File: src/hw/arcs_defines.svh
/*
 * Constants of the configuration and status register block: field
 * positions, reset value and divider counts.
 * Assumes inclusion by bare name from the design files.
 */
`ifndef ARCS_DEFINES_SVH
`define ARCS_DEFINES_SVH

`define ARCS_CR_RX1_RATE 0
`define ARCS_CR_LABEL_ACCESS 1
`define ARCS_CR_RX1_FILTER 2
`define ARCS_CR_RX2_FILTER 3
`define ARCS_CR_TX_PARITY_SEL 4
`define ARCS_CR_SELF_TEST_N 5
`define ARCS_CR_RX1_DEC_EN 6
`define ARCS_CR_RX1_MATCH9 7
`define ARCS_CR_RX1_MATCH10 8
`define ARCS_CR_RX2_DEC_EN 9
`define ARCS_CR_RX2_MATCH9 10
`define ARCS_CR_RX2_MATCH10 11
`define ARCS_CR_TX_PARITY_INV 12
`define ARCS_CR_TX_RATE 13
`define ARCS_CR_RX2_RATE 14
`define ARCS_CR_DATA_FORMAT 15

`define ARCS_SR_RX1_READY 0
`define ARCS_SR_RX1_HALF 1
`define ARCS_SR_RX1_FULL 2
`define ARCS_SR_RX2_READY 3
`define ARCS_SR_RX2_HALF 4
`define ARCS_SR_RX2_FULL 5
`define ARCS_SR_TX_EMPTY 6
`define ARCS_SR_TX_FULL 7
`define ARCS_SR_TX_HALF 8

`define ARCS_CFG_RESET 16'h0000
`define ARCS_DIV_FAST 10
`define ARCS_DIV_SLOW 80
`define ARCS_HALF_LEVEL 16
`define ARCS_FIFO_DEPTH 32
`define ARCS_LABELS 16

`endif

File: src/hw/arcs_pkg.sv
/*
 * Types shared by the register block and its divider.
 * Assumes the defines header for field positions.
 */
package arcs_pkg;

	typedef enum logic [1:0] {
		ARCS_SRC_NONE = 2'b00,
		ARCS_SRC_CFG = 2'b01,
		ARCS_SRC_STAT = 2'b10,
		ARCS_SRC_RX = 2'b11
	} arcs_src_e;

	typedef struct packed {
		logic [6:0] cnt;
		logic en;
		logic slow;
	} arcs_div_s;

	typedef struct packed {
		logic [15:0] cfg;
		logic pl1_d;
		logic pl2_d;
		logic en1_d;
		logic en2_d;
		logic [15:0] tx_low;
		logic [3:0] ptr1;
		logic [3:0] ptr2;
		logic [1:0] eos_d;
		logic [1:0] load;
		logic [15:0] bus_data;
		logic bus_oe_n;
		logic [8:0] status;
		logic [8:0] pins_n;
		logic [1:0] rx_one;
		logic [1:0] rx_zero;
		logic [31:0] tx_word;
		logic tx_valid;
	} arcs_top_s;

endpackage

File: src/hw/arcs_label_mem.sv
/*
 * Label memory of one receiver: write port, registered read port
 * and registered match of a label against every stored entry.
 * Assumes synchronous inputs on the system clock.
 */
`timescale 1ns/10ps
`include "arcs_defines.svh"

module arcs_label_mem #(
	parameter int DEPTH = `ARCS_LABELS,
	parameter int WIDTH = 8,
	parameter int AW = 4
) (
	input wire logic i_clk_sys, // System clock
	input wire logic i_rst_n, // Async reset, low
	input wire logic i_we, // Write strobe
	input wire logic [AW-1:0] i_addr, // Read/write address
	input wire logic [WIDTH-1:0] i_wdata, // Write data
	input wire logic [WIDTH-1:0] i_label, // Label to match
	output logic [WIDTH-1:0] o_rdata, // Registered read data
	output logic o_hit // Registered match
);

	typedef struct packed {
		logic [DEPTH-1:0][WIDTH-1:0] mem;
		logic [WIDTH-1:0] rdata;
		logic hit;
	} arcs_mem_s;

	arcs_mem_s st;
	arcs_mem_s next_st;

	always_comb begin
		next_st = st;
		if (i_we) begin
			next_st.mem[i_addr] = i_wdata;
		end
		next_st.rdata = st.mem[i_addr];
		next_st.hit = 1'b0;
		for (int i = 0; i < DEPTH; i++) begin
			if (st.mem[i] == i_label) begin
				next_st.hit = 1'b1;
			end
		end
	end

	always_ff @(posedge i_clk_sys or negedge i_rst_n) begin
		if (!i_rst_n) begin
			st <= '0;
		end else begin
			st <= next_st;
		end
	end

	assign o_rdata = st.rdata;
	assign o_hit = st.hit;

endmodule

File: src/hw/arcs_rate_div.sv
/*
 * Rate divider: one-cycle enable every FAST or SLOW clocks.
 * Assumes a single clock; the rate select may change at any time.
 */
`timescale 1ns/10ps
`include "arcs_defines.svh"

module arcs_rate_div #(
	parameter int FAST = `ARCS_DIV_FAST,
	parameter int SLOW = `ARCS_DIV_SLOW
) (
	input wire logic i_clk_sys, // System clock
	input wire logic i_rst_n, // Async reset, low
	input wire logic i_slow, // 1 selects SLOW
	output logic o_en, // Rate enable pulse
	output logic o_slow // Registered rate select
);

	arcs_pkg::arcs_div_s st;
	arcs_pkg::arcs_div_s next_st;
	logic [6:0] last;

	always_comb begin
		next_st = st;
		last = i_slow ? 7'(SLOW - 1) : 7'(FAST - 1);
		next_st.slow = i_slow;
		next_st.en = 1'b0;
		if (st.cnt >= last) begin
			next_st.cnt = 7'h00;
			next_st.en = 1'b1;
		end else begin
			next_st.cnt = st.cnt + 7'h01;
		end
	end

	always_ff @(posedge i_clk_sys or negedge i_rst_n) begin
		if (!i_rst_n) begin
			st <= '0;
		end else begin
			st <= next_st;
		end
	end

	assign o_en = st.en;
	assign o_slow = st.slow;

endmodule

File: src/hw/arcs_regs.sv
/*
 * Configuration word, status word and their host bus of a dual
 * receiver, single transmitter serial interface, plus the logic the
 * configuration steers: rate enables, loopback, word filtering,
 * transmit 32nd bit and bus bit mapping.
 * Assumes all inputs synchronous to i_clk_sys; FIFOs, samplers and
 * the serialiser sit outside and report FIFO fill counts here.
 */
`timescale 1ns/10ps
`include "arcs_defines.svh"

module arcs_regs #(
	parameter int CNT_W = 6,
	parameter int DEPTH = `ARCS_FIFO_DEPTH,
	parameter int HALF = `ARCS_HALF_LEVEL
) (
	input wire logic i_clk_sys, // System clock
	input wire logic i_rst_n, // Async reset, low
	input wire logic [15:0] i_bus_data, // Host data bus in
	output logic [15:0] o_bus_data, // Host data bus out
	output logic o_bus_oe_n, // Bus drive, low drives
	input wire logic i_config_write_strobe_n, // Config write
	input wire logic i_register_read_strobe_n, // Register read
	input wire logic i_byte_select, // 0 status/byte1
	input wire logic i_tx_low_half_latch_n, // Tx low half latch
	input wire logic i_tx_high_half_latch_n, // Tx high half latch
	input wire logic i_rx1_read_enable_n, // Rx1 read
	input wire logic i_rx2_read_enable_n, // Rx2 read
	input wire logic [CNT_W-1:0] i_rx1_count, // Rx1 FIFO level
	input wire logic [CNT_W-1:0] i_rx2_count, // Rx2 FIFO level
	input wire logic [CNT_W-1:0] i_tx_count, // Tx FIFO level
	input wire logic [31:0] i_rx1_word, // Rx1 FIFO head
	input wire logic [31:0] i_rx2_word, // Rx2 FIFO head
	input wire logic [31:0] i_rx1_rcv_word, // Rx1 new word
	input wire logic [31:0] i_rx2_rcv_word, // Rx2 new word
	input wire logic i_rx1_eos, // Rx1 word complete
	input wire logic i_rx2_eos, // Rx2 word complete
	input wire logic i_rx1_line_one, // Rx1 line ones
	input wire logic i_rx1_line_zero, // Rx1 line zeros
	input wire logic i_rx2_line_one, // Rx2 line ones
	input wire logic i_rx2_line_zero, // Rx2 line zeros
	input wire logic i_tx_out_one, // Tx digital ones
	input wire logic i_tx_out_zero, // Tx digital zeros
	output logic o_rx1_one, // Rx1 logic ones in
	output logic o_rx1_zero, // Rx1 logic zeros in
	output logic o_rx2_one, // Rx2 logic ones in
	output logic o_rx2_zero, // Rx2 logic zeros in
	output logic o_rx1_load, // Rx1 word accepted
	output logic o_rx2_load, // Rx2 word accepted
	output logic [31:0] o_tx_word, // Tx word to FIFO
	output logic o_tx_word_valid, // Tx word strobe
	output logic o_tx_clk_en, // Tx bit enable
	output logic o_tx_slow_slope, // Tx slow slope
	output logic o_rx1_sample_en, // Rx1 sample enable
	output logic o_rx2_sample_en, // Rx2 sample enable
	output logic o_rx1_ready_pin_n, // Rx1 data ready
	output logic o_rx1_half_pin_n, // Rx1 half full
	output logic o_rx1_full_pin_n, // Rx1 full
	output logic o_rx2_ready_pin_n, // Rx2 data ready
	output logic o_rx2_half_pin_n, // Rx2 half full
	output logic o_rx2_full_pin_n, // Rx2 full
	output logic o_tx_full_pin_n, // Tx full
	output logic o_tx_half_pin_n // Tx half full
);

	arcs_pkg::arcs_top_s st;
	arcs_pkg::arcs_top_s next_st;
	arcs_pkg::arcs_src_e src;

	logic [2:0] rate_sel;
	logic [2:0] rate_en;
	logic [2:0] rate_slow;
	logic [1:0] lbl_we;
	logic [1:0][3:0] lbl_addr;
	logic [1:0][7:0] lbl_rdata;
	logic [1:0][7:0] lbl_match;
	logic [1:0] lbl_hit;
	logic pl1_fall;
	logic pl2_fall;
	logic en1_rise;
	logic en2_rise;
	logic [31:0] asm_word;
	logic [15:0] rd_data;
	logic [1:0] accept;

	function automatic logic fell(input logic prev, input logic cur);
		fell = prev & ~cur;
	endfunction

	function automatic logic [7:0] rev8(input logic [7:0] v);
		for (int i = 0; i < 8; i++) begin
			rev8[i] = v[7-i];
		end
	endfunction

	function automatic logic [15:0] map_half(input logic fmt,
			input logic hi, input logic [31:0] w);
		if (fmt) begin
			map_half = hi ? w[31:16] : w[15:0];
		end else if (hi) begin
			map_half = w[28:13];
		end else begin
			map_half = {w[12:8], w[30], w[29], w[31], rev8(w[7:0])};
		end
	endfunction

	function automatic logic [31:0] unmap(input logic fmt,
			input logic [15:0] b1, input logic [15:0] b2);
		if (fmt) begin
			unmap = {b2, b1};
		end else begin
			unmap = {b1[8], b1[10], b1[9], b2, b1[15:11], rev8(b1[7:0])};
		end
	endfunction

	function automatic logic [2:0] levels(input logic [CNT_W-1:0] c);
		levels[0] = (c != '0);
		levels[1] = (c >= CNT_W'(HALF));
		levels[2] = (c >= CNT_W'(DEPTH));
	endfunction

	assign rate_sel = {st.cfg[`ARCS_CR_RX2_RATE],
		st.cfg[`ARCS_CR_RX1_RATE], st.cfg[`ARCS_CR_TX_RATE]};

	generate
		for (genvar g = 0; g < 3; g++) begin : g_div
			arcs_rate_div u_div (
				.i_clk_sys(i_clk_sys),
				.i_rst_n(i_rst_n),
				.i_slow(rate_sel[g]),
				.o_en(rate_en[g]),
				.o_slow(rate_slow[g])
			);
		end
		for (genvar g = 0; g < 2; g++) begin : g_lbl
			arcs_label_mem u_mem (
				.i_clk_sys(i_clk_sys),
				.i_rst_n(i_rst_n),
				.i_we(lbl_we[g]),
				.i_addr(lbl_addr[g]),
				.i_wdata(i_bus_data[7:0]),
				.i_label(lbl_match[g]),
				.o_rdata(lbl_rdata[g]),
				.o_hit(lbl_hit[g])
			);
		end
	endgenerate

	assign pl1_fall = fell(st.pl1_d, i_tx_low_half_latch_n);
	assign pl2_fall = fell(st.pl2_d, i_tx_high_half_latch_n);
	assign en1_rise = fell(i_rx1_read_enable_n, st.en1_d);
	assign en2_rise = fell(i_rx2_read_enable_n, st.en2_d);

	assign lbl_we[0] = st.cfg[`ARCS_CR_LABEL_ACCESS] & pl1_fall;
	assign lbl_we[1] = st.cfg[`ARCS_CR_LABEL_ACCESS] & pl2_fall;
	assign lbl_addr[0] = st.ptr1;
	assign lbl_addr[1] = st.ptr2;
	assign lbl_match[0] = i_rx1_rcv_word[7:0];
	assign lbl_match[1] = i_rx2_rcv_word[7:0];

	assign accept[0] = (~st.cfg[`ARCS_CR_RX1_FILTER] | lbl_hit[0]) &
		(~st.cfg[`ARCS_CR_RX1_DEC_EN] | (i_rx1_rcv_word[9:8] ==
		{st.cfg[`ARCS_CR_RX1_MATCH10], st.cfg[`ARCS_CR_RX1_MATCH9]}));
	assign accept[1] = (~st.cfg[`ARCS_CR_RX2_FILTER] | lbl_hit[1]) &
		(~st.cfg[`ARCS_CR_RX2_DEC_EN] | (i_rx2_rcv_word[9:8] ==
		{st.cfg[`ARCS_CR_RX2_MATCH10], st.cfg[`ARCS_CR_RX2_MATCH9]}));

	always_comb begin
		next_st = st;
		asm_word = unmap(st.cfg[`ARCS_CR_DATA_FORMAT], st.tx_low,
			i_bus_data);
		rd_data = 16'h0000;
		if (!i_register_read_strobe_n) begin
			src = i_byte_select ? arcs_pkg::ARCS_SRC_CFG :
				arcs_pkg::ARCS_SRC_STAT;
		end else if (!i_rx1_read_enable_n || !i_rx2_read_enable_n) begin
			src = arcs_pkg::ARCS_SRC_RX;
		end else begin
			src = arcs_pkg::ARCS_SRC_NONE;
		end

		if (!i_config_write_strobe_n) begin
			next_st.cfg = i_bus_data;
		end

		next_st.pl1_d = i_tx_low_half_latch_n;
		next_st.pl2_d = i_tx_high_half_latch_n;
		next_st.en1_d = i_rx1_read_enable_n;
		next_st.en2_d = i_rx2_read_enable_n;

		// label pointers step after each access
		if (st.cfg[`ARCS_CR_LABEL_ACCESS]) begin
			if (pl1_fall || en1_rise) begin
				next_st.ptr1 = st.ptr1 + 4'h1;
			end
			if (pl2_fall || en2_rise) begin
				next_st.ptr2 = st.ptr2 + 4'h1;
			end
		end else begin
			next_st.ptr1 = 4'h0;
			next_st.ptr2 = 4'h0;
		end

		// Transmit word assembly from two halves
		next_st.tx_valid = 1'b0;
		if (!st.cfg[`ARCS_CR_LABEL_ACCESS]) begin
			if (pl1_fall) begin
				next_st.tx_low = i_bus_data;
			end
			if (pl2_fall) begin
				next_st.tx_word = asm_word;
				if (st.cfg[`ARCS_CR_TX_PARITY_SEL]) begin
					next_st.tx_word[31] = ~(^asm_word[30:0]) ^
						st.cfg[`ARCS_CR_TX_PARITY_INV];
				end
				next_st.tx_valid = 1'b1;
			end
		end

		// Word accepted once label match has settled
		next_st.eos_d = {i_rx2_eos, i_rx1_eos};
		next_st.load = st.eos_d & accept;

		next_st.status[2:0] = levels(i_rx1_count);
		next_st.status[5:3] = levels(i_rx2_count);
		next_st.status[`ARCS_SR_TX_EMPTY] = (i_tx_count == '0);
		next_st.status[`ARCS_SR_TX_FULL] = (i_tx_count >= CNT_W'(DEPTH));
		next_st.status[`ARCS_SR_TX_HALF] = (i_tx_count >= CNT_W'(HALF));
		next_st.pins_n = ~next_st.status;

		if (st.cfg[`ARCS_CR_SELF_TEST_N]) begin
			next_st.rx_one = {i_rx2_line_one, i_rx1_line_one};
			next_st.rx_zero = {i_rx2_line_zero, i_rx1_line_zero};
		end else begin
			next_st.rx_one = {2{i_tx_out_one}};
			next_st.rx_zero = {2{i_tx_out_zero}};
		end

		case (src)
			arcs_pkg::ARCS_SRC_CFG: begin
				rd_data = st.cfg;
			end
			arcs_pkg::ARCS_SRC_STAT: begin
				rd_data = {7'h00, st.status};
			end
			arcs_pkg::ARCS_SRC_RX: begin
				if (st.cfg[`ARCS_CR_LABEL_ACCESS]) begin
					rd_data = {8'h00, !i_rx1_read_enable_n ?
						lbl_rdata[0] : lbl_rdata[1]};
				end else begin
					rd_data = map_half(st.cfg[`ARCS_CR_DATA_FORMAT],
						i_byte_select, !i_rx1_read_enable_n ?
						i_rx1_word : i_rx2_word);
				end
			end
			default: begin
				rd_data = 16'h0000;
			end
		endcase
		next_st.bus_data = rd_data;
		next_st.bus_oe_n = (src == arcs_pkg::ARCS_SRC_NONE);
	end

	always_ff @(posedge i_clk_sys or negedge i_rst_n) begin
		if (!i_rst_n) begin
			st <= '0;
			st.cfg <= `ARCS_CFG_RESET;
			st.pl1_d <= 1'b1;
			st.pl2_d <= 1'b1;
			st.en1_d <= 1'b1;
			st.en2_d <= 1'b1;
			st.bus_oe_n <= 1'b1;
			st.status <= 9'h040;
			st.pins_n <= 9'h1BF;
		end else begin
			st <= next_st;
		end
	end

	assign o_bus_data = st.bus_data;
	assign o_bus_oe_n = st.bus_oe_n;
	assign o_rx1_one = st.rx_one[0];
	assign o_rx1_zero = st.rx_zero[0];
	assign o_rx2_one = st.rx_one[1];
	assign o_rx2_zero = st.rx_zero[1];
	assign o_rx1_load = st.load[0];
	assign o_rx2_load = st.load[1];
	assign o_tx_word = st.tx_word;
	assign o_tx_word_valid = st.tx_valid;
	assign o_tx_clk_en = rate_en[0];
	assign o_tx_slow_slope = rate_slow[0];
	assign o_rx1_sample_en = rate_en[1];
	assign o_rx2_sample_en = rate_en[2];
	assign o_rx1_ready_pin_n = st.pins_n[`ARCS_SR_RX1_READY];
	assign o_rx1_half_pin_n = st.pins_n[`ARCS_SR_RX1_HALF];
	assign o_rx1_full_pin_n = st.pins_n[`ARCS_SR_RX1_FULL];
	assign o_rx2_ready_pin_n = st.pins_n[`ARCS_SR_RX2_READY];
	assign o_rx2_half_pin_n = st.pins_n[`ARCS_SR_RX2_HALF];
	assign o_rx2_full_pin_n = st.pins_n[`ARCS_SR_RX2_FULL];
	assign o_tx_full_pin_n = st.pins_n[`ARCS_SR_TX_FULL];
	assign o_tx_half_pin_n = st.pins_n[`ARCS_SR_TX_HALF];

endmodule

File: config.mk
export PLATFORM = sky130hd
export DESIGN_NAME = arcs_regs
export DESIGN_NICKNAME = d
export VERILOG_FILES = /design/src/hw/arcs_pkg.sv /design/src/hw/arcs_label_mem.sv /design/src/hw/arcs_rate_div.sv /design/src/hw/arcs_regs.sv
export VERILOG_INCLUDE_DIRS = /design/src /design/src/hw
export SDC_FILE = /design/constraint.sdc
export NUM_CORES = 1
export LEC_CHECK = 0
export BUFFER_PORTS_ARGS = -buffer_cell sky130_fd_sc_hd__clkbuf_2
export CORE_MARGIN = 2
export CORE_UTILIZATION = 54
export DETAILED_ROUTE_END_ITERATION = 8
export PLACE_DENSITY = 0.88
export SLEW_MARGIN = 25
export SYNTH_ARGS = -nofsm -noshare
export SYNTH_HDL_FRONTEND = slang
export SYNTH_HIERARCHICAL = 1
export SYNTH_SLANG_ARGS = --single-unit
File: constraint.sdc
create_clock -name i_clk_sys -period 2.3 [get_ports i_clk_sys]
set_clock_uncertainty 0.15 [all_clocks]
set_input_delay 0.115 -clock i_clk_sys [delete_from_list [all_inputs] [get_ports i_clk_sys]]
set_output_delay 0.115 -clock i_clk_sys [all_outputs]
set_load 0.005 [all_outputs]
**Word-level counts from Yosys, hierarchy flattened**

Cells that the tools add are included.

- Register bits: 419
- Bits of input ports: 179
- Output and inout port bits: 68
- Word-level logic and storage cells: 226

- Add/sub/neg operators: 5
- Order comparisons: 13
- Equality and inequality tests: 39
- Multiplexer cells: 69
- Bitwise gates (word level): 25
- Reductions and logical operators: 14

Operator list:

| operator | number |
|---|---|
| 128-bit bitwise mux | 2 |
| 8-bit == test | 32 |
| 8-bit binary-select mux with 4-bit select | 2 |
| 8-bit demux with 4-bit select | 2 |
| 16-bit two-way mux | 4 |
| 32-bit two-way mux | 2 |
| 8-bit two-way mux | 6 |
| 16-bit case mux with 3 select lines | 1 |
| 7-bit two-way mux | 6 |
| 1-bit two-way mux | 38 |
| 31-bit parity | 1 |
| 7-bit by 1-bit adder with 7-bit output (second input constant) | 3 |
| 7-bit greater-or-equal comparator | 3 |
| 6-bit by 5-bit greater-or-equal comparator with 1-bit output (second input constant) | 3 |
| 6-bit greater-or-equal comparator (second input constant) | 3 |
| 4-bit two-way mux | 3 |
| 6-bit nonzero test | 2 |
| 4-bit by 5-bit < comparator with 1-bit output (second input constant) | 2 |
| 1-bit inverter | 10 |
| 9-bit inverter | 1 |
| 4-bit by 1-bit adder with 4-bit output (second input constant) | 2 |
| 1-bit bitwise AND | 8 |
| 4-bit by 1-bit greater-or-equal comparator with 1-bit output (second input constant) | 2 |
| 6-bit zero test | 1 |
| 13 further kinds | 26 |

**Logic depth before layout (Yosys ltp)**

Gate-level depths: netlist (run 1).

- Depth in word-level cells: 17
- Gate-level depth with buffers: 9
- Depth with buffers taken out: 7

**Modules after synthesis**

Netlist (run 1), hierarchy kept.

Modules (own cells, without submodules):

| module | instances | cells an instance | area an instance (µm²) | sequential area each (µm²) |
|---|---|---|---|---|
| arcs_label_mem | 2 | 555 | 7634.8 | 3428.3 |
| arcs_regs | 1 | 577 | 6218.5 | 2995.4 |
| arcs_rate_div | 3 | 45 | 452.9 | 225.2 |

**Worst setup path after synthesis (run 1)**

No wires, ideal clock.

- Kind: register to register
- From: register, netlist name st[105]
- To: register g_lbl[0].u_mem/st[73] in the netlist's numbering
- Arrival: 1.874 ns
- Setup slack: 0.149 ns
- Stages on the path, launching flop included: 8
- Period minus slack after synthesis: 2.151 ns
- Cells stage by stage: dfrtp_1 -> inv_1 -> clkbuf_1 -> nor2_1 -> nand3b_1 -> or3_1 -> buf_2 -> mux2_1

RTL lines:

| what | line | text |
|---|---|---|
| end signal: assignment | arcs_label_mem.sv:51 | `st <= next_st;` |
| end: declaration | arcs_label_mem.sv:30 | `arcs_mem_s st;` |

==> results of run 1 <==
registers in the layout, summed over array words and instances (netlist names), 2 cells and up:
name / cells
g_lbl.u_mem/st: 256
g_lbl.u_mem/o_hit: 2
g_div.u_div/o_en: 3
g_lbl.u_mem/o_rdata: 16
st: 44
o_bus_data: 16
lbl_addr: 8
g_div.u_div/st: 21
rate_sel: 3
o_tx_word: 32
path summary, 6_finish.rpt:
path | end | depth (start not counted) | from
worst max register to register | g_lbl[0].u_mem/st[50]$_DFFE_PN0P_ | 6 | st[103]$_DFF_PN1_
max in group asynchronous | g_lbl[1].u_mem/st[47]$_DFFE_PN0P_ | 3 | i_rst_n
worst max-delay path | o_bus_data[10]$_DFF_PN0_ | 10 | i_rx1_read_enable_n
worst min register to register | o_rx2_load$_DFF_PN0_ | 1 | st[113]$_DFFE_PN0N_
worst min-delay path | o_bus_data[8]$_DFF_PN0_ | 4 | i_rx1_word[8]
min in group asynchronous | o_rx1_half_pin_n$_DFF_PN1_ | 2 | i_rst_n
per-stage QoR:
step	power, mW	hold WS, ps
global route	21.99	53.14
CTS	21.05	2.010
global placement	13.80	-90.91
detailed placement	14.06	-90.63
finish	21.22	50.41
floorplan	12.78	-330.6
power breakdown:
part | internal [mW] | switching, mW | total (mW)
logic | 2.49 | 2.56 | 5.05
clock network | 3.95 | 2.88 | 6.83
registers | 8.36 | 0.974 | 9.34
worst register-to-register path: cells and delay by family (launching register included):
kind	cells	cell delay, ps
muxes	1	390
and+or+nand+nor	4	920
buffers and inverters	1	160
DFF	1	520
layer usage:
| metal | track usage | up-vias | wire length (um) |
|---|---|---|---|
| li1 | - | 6796 | - |
| met1 | 0.3572 | 8346 | 24070 |
| met2 | 0.4832 | 1121 | 31310 |
| met3 | 0.06479 | 336 | 6287 |
| met4 | 0.1736 | 2 | 4598 |
| met5 | 0 | - | 12 |
area by class of cell:
type | instances | area (sq um) | share of cell area
clock buffer | 51 | 1134 | 0.04317
tap | 539 | 674.4 | 0.02568
sequential | 418 | 10480 | 0.3992
clock inverter | 19 | 215.2 | 0.008196
multi-input combinational | 1203 | 11260 | 0.4289
antenna | 1 | 2.502 | 0.00009530
timing repair buffer | 339 | 2404 | 0.09154
inverter | 23 | 86.33 | 0.003288
timing repair:
action | CTS | global route
setup endpoints to repair | 8 | 154
gates resized for setup | 1 | 23
cloned | 0 | 1
hold endpoints to repair | 488 | 0
hold buffers | 58 | 0
setup buffers | 0 | 7
==> results.ini, run 1 <==
[critical_path]
cp_max_fo=19
end_kind=register
crit_path_cell_trace=dlygate4sd3_1 > buf_4 > buf_12 > mux2i_1 > dlygate4sd3_1 > nand2_1 > o21ai_0 > nor2_1 > a21oi_1 > o21ai_1
cpLargestDelayFamily=buffers and inverters
max_stage_delay_ps=600
critPathLaunchType=input pin
timing.setup.critical_path_class=in -> reg
cpMostUsedCell=dlygate4sd3_1
rrSetupSlack_ps=40
path_buf_inv=4
worstPathArrival_ps=2680
cp_slowest_cell=dlygate4sd3_1
required_ps=2570

[place]
dp_cells=2456
io_buffers=202
preCtsSetupSlack_ps=35.22
placed_cell_area_sq_um=24130
gp_congestion=0.9690
dpl.hpwl_um=41840

[timing]
fin_crit_sh=1.045
drv_slew=0
rsz0062_at_grt=yes
tns_ps=-194.3
slew_headroom=0.3660
fin_ws_ps=-103.2
report.final.hold_viol_count=0
setup_violations=4
period_needed_ps=2403
worst_slew_pin_slew_ps=945.2
fmax_ghz=0.4161

[cells_and_area]
area_growth_pct=15.18
layout_commonest_cell=dfrtp_1
filler_cell_count=2750
fin_area_sq_um=26260
drive_gt1_frac=0.3512
final_cell_mix=dfrtp_1, mux2_2, clkbuf_2
final_core_util=0.6274
stdcell_count=2593
final_nets=2218

[power_and_ir_drop]
power_density_nw_per_um2=808.0
vdd_drop_max_v=0.0004595
p_leak_nw=12.06

[floorplanning]
fp.dieH_um=209.5
initial_core_util=0.5447
pin_count=247
core_sq_um=41850
fp-row-count=75
die_x_um=209.5
dieArea_sq_um=43880

[cts]
clockBufferDepth=3
clk_latency_ps=550
path_clk_slew_ps=70
cts-root-buf=clkbuf_16
cts_sinks=418
numCtsBuffers=40
cts_tree=done
htreeDepth=2

[status]
status=finished, violations left
violations=negative setup slack

[drt]
drt_iter0_drc=1769
ant_nets=0
avgViaCountPerCell=6.402
dr.pass1.iters=8
post-route-drc-count=0
wl_per_cell_um=25.56
drt-total-wl_um=66280
vias=16600

[logic_synthesis]
synth_fp_nets=2013
syn_area_per_cell_sq_um=12.53
syn_area_sq_um=22800
yosys_warnings=6
syn-instance-count=1820

[flow_run]
cap_violations=0

[hold_path]
holdCritPathClass=in -> reg

[global_route]
grt_use_total=0.2934
grt_remaining_overflow=0
grt_max_degree=88
grt_pass1_vias=17400
antenna_found_initial=2
grt_pass1_wl_um=99890

Power figures use the tool's default switching activity.
==> inputs of run 2 (changes only) <==
ABC_AREA = 1   (was not set)
CTS_CLUSTER_SIZE = 24   (was not set)
SLEW_MARGIN = 20   (was 25)
==> results.ini, run 2 <==
[timing]
fin_ws_ps=-8.778  ; +94.39 ps
report.final.hold_viol_count=0  ; unchanged
rsz0062_at_grt=yes
slew_headroom=0.4862  ; +0.1202
fin_crit_sh=1.004  ; -0.04104
setup_violations=1  ; -3
fmax_ghz=0.4331  ; +4.1%
period_needed_ps=2309  ; -94.39 ps
drv_slew=0  ; unchanged
hold_ws_ps=16.04  ; -34.37 ps
worst_slew_pin_slew_ps=767.8  ; -177.4 ps

[drt]
post-route-drc-count=0  ; unchanged
drt_iter0_drc=3848  ; +120%
wl_per_cell_um=19.28  ; -25%
ant_nets=0  ; unchanged
vias=25210  ; +52%
dr.pass1.iters=9  ; +1
avgViaCountPerCell=5.834  ; -8.9%
drt-total-wl_um=83300  ; +26%

[floorplanning]
core_sq_um=44410  ; +6.1%
fp.dieH_um=216.8  ; +3.5%
fp-row-count=77  ; +2.7%
pin_count=247  ; unchanged
die_x_um=216.8  ; +3.5%
initial_core_util=0.5506  ; +0.005888
dieArea_sq_um=47000  ; +7.1%

[status]
status=finished, violations left
violations=negative setup slack

[critical_path]
timing.setup.critical_path_class=reg -> reg
cp_max_fo=10  ; -9
r2r_end=o_tx_word[31]$_DFFE_PN0P_
critPathLaunchType=register
rrSetupSlack_ps=-9  ; -50 ps
end_kind=register
rr_startpoint=st[119]$_DFFE_PN0N_
worstPathArrival_ps=2680  ; about the same
required_ps=2680  ; +110 ps
reg2reg_depth=15  ; +9

[power_and_ir_drop]
vdd_drop_max_v=0.0005748  ; +25%
p_leak_nw=14.32  ; +19%
power_density_nw_per_um2=740.3  ; -8.4%

[global_route]
grt_max_degree=110  ; +25%
grt_remaining_overflow=0  ; unchanged
grt_pass1_vias=23400  ; +34%
antenna_found_initial=0  ; -2
grt_use_total=0.3404  ; +0.04705
grt_pass1_wl_um=125600  ; +26%

[place]
dp_cells=4150  ; +69%
gp_congestion=0.9507  ; -1.9%
preCtsSetupSlack_ps=59.75  ; +24.53 ps
dpl.hpwl_um=54130  ; +29%
io_buffers=202  ; unchanged

[hold_path]
min_from=i_rx2_word[19]
holdCritPathClass=in -> reg
hold_depth=7  ; +3
worstHoldEndpoint=o_bus_data[6]$_DFF_PN0_

[cells_and_area]
largest_reg_flops=256  ; unchanged
seqCellArea_sq_um=10480  ; about the same
filler_cell_count=3369  ; +23%
layout_commonest_cell=nand2_1
drive_gt1_frac=0.1371  ; -0.2141
final_core_util=0.6380  ; +0.01061
final_cell_mix=nand2_1, o21ai_0, dfrtp_1
final_nets=3888  ; +75%
top_register=g_lbl.u_mem/st
area_growth_pct=15.88
stdcell_count=4321  ; +67%
multi_input_area_sq_um=11550  ; +2.6%

[cts]
clk_latency_ps=600  ; +50 ps
cts_tree=done
path_clk_slew_ps=70  ; about the same
numCtsBuffers=44  ; +10%
cts_sinks=418  ; unchanged
htreeDepth=2  ; unchanged
cts-root-buf=clkbuf_16
clockBufferDepth=3  ; unchanged

[logic_synthesis]
syn_area_per_cell_sq_um=7.023  ; -44%
syn_area_sq_um=24450  ; +7.3%
syn-instance-count=3482  ; +91%
synth_fp_nets=3675  ; +83%
yosys_warnings=6  ; unchanged

[flow_run]
cap_violations=0  ; unchanged

==> run 2: layout make-up <==
type | count | area share
Timing Repair Buffer | 378 | 0.09970
Inverter | 344 | 0.04610
Multi-Input combinational cell | 2509 | 0.4076
Clock inverter | 14 | 0.004990
Clock buffer | 65 | 0.04552
Sequential cell | 418 | 0.3699
Tap cell | 592 | 0.02614
Antenna cell | 1 | 0.00008831
==> run 2: worst max-delay path by stage <==
stage	from	to	slack, ps	cells after the start
6_report	st[119]$_DFFE_PN0N_	o_tx_word[31]$_DFFE_PN0P_	-9	15
5_1_grt	st[105]$_DFFE_PN0N_	g_lbl[1].u_mem/st[42]$_DFFE_PN0P_	-110	8
4_1_cts	i_byte_select	o_bus_data[9]$_DFF_PN0_	20	11
3_5_place_dp	lbl_addr[4]$_DFFE_PN0P_	g_lbl[1].u_mem/o_rdata[6]$_DFF_PN0_	60	7
3_3_place_gp	lbl_addr[5]$_DFFE_PN0P_	g_lbl[1].u_mem/o_rdata[7]$_DFF_PN0_	190	6
2_1_floorplan	st[105]$_DFFE_PN0N_	g_lbl[0].u_mem/st[102]$_DFFE_PN0P_	440	8
==> run 2: repair_timing <==
action,4_1_cts,5_1_grt
endpoints found under the setup margin,0,109
endpoints found under the hold margin,552,0
gates resized for setup,0,59
hold buffers,76,0
setup buffers,0,11
==> run 2: layer usage <==
layer / GRT usage / up-vias / routed length [um] / part of all wire
met5: 0 / - / 0 / 0
met4: 0.2251 / 0 / 6309 / 0.076
met3: 0.08288 / 464 / 10970 / 0.13
met2: 0.5361 / 1925 / 36720 / 0.44
met1: 0.4179 / 11510 / 29310 / 0.35
li1: - / 11310 / - / -
==> run 2: worst max-delay path: stages (launching register included) <==
cell	delay, ps
dfrtp_2	490
buf_12	180
buf_6	170
o21ai_2	180
nand2_1	120
nand2_1	130
nand2_1	60
nand2_1	120
nand2_1	80
nand2_1	90
nand2_1	70
inv_1	50
nor2_1	30
nand2_1	70
nand3_2	70
a21oi_2	150
==> run 2: power by group <==
part	total, mW	internal [mW]	switching, mW
Combinational	4.89	1.79	3.10
Sequential	8.89	8.15	0.743
Clock	7.19	4.11	3.09
Total	21.0	14.0	6.93
==> run 2: per-stage QoR <==
step	total power [mW]	instance area, sq um	setup TNS [ps]
CTS	20.53	27910	0
global placement	13.09	25720	0
global route	21.82	28330	-1205
finish	20.98	28340	-8.778
floorplan	11.96	24450	0
detailed placement	13.31	25720	0
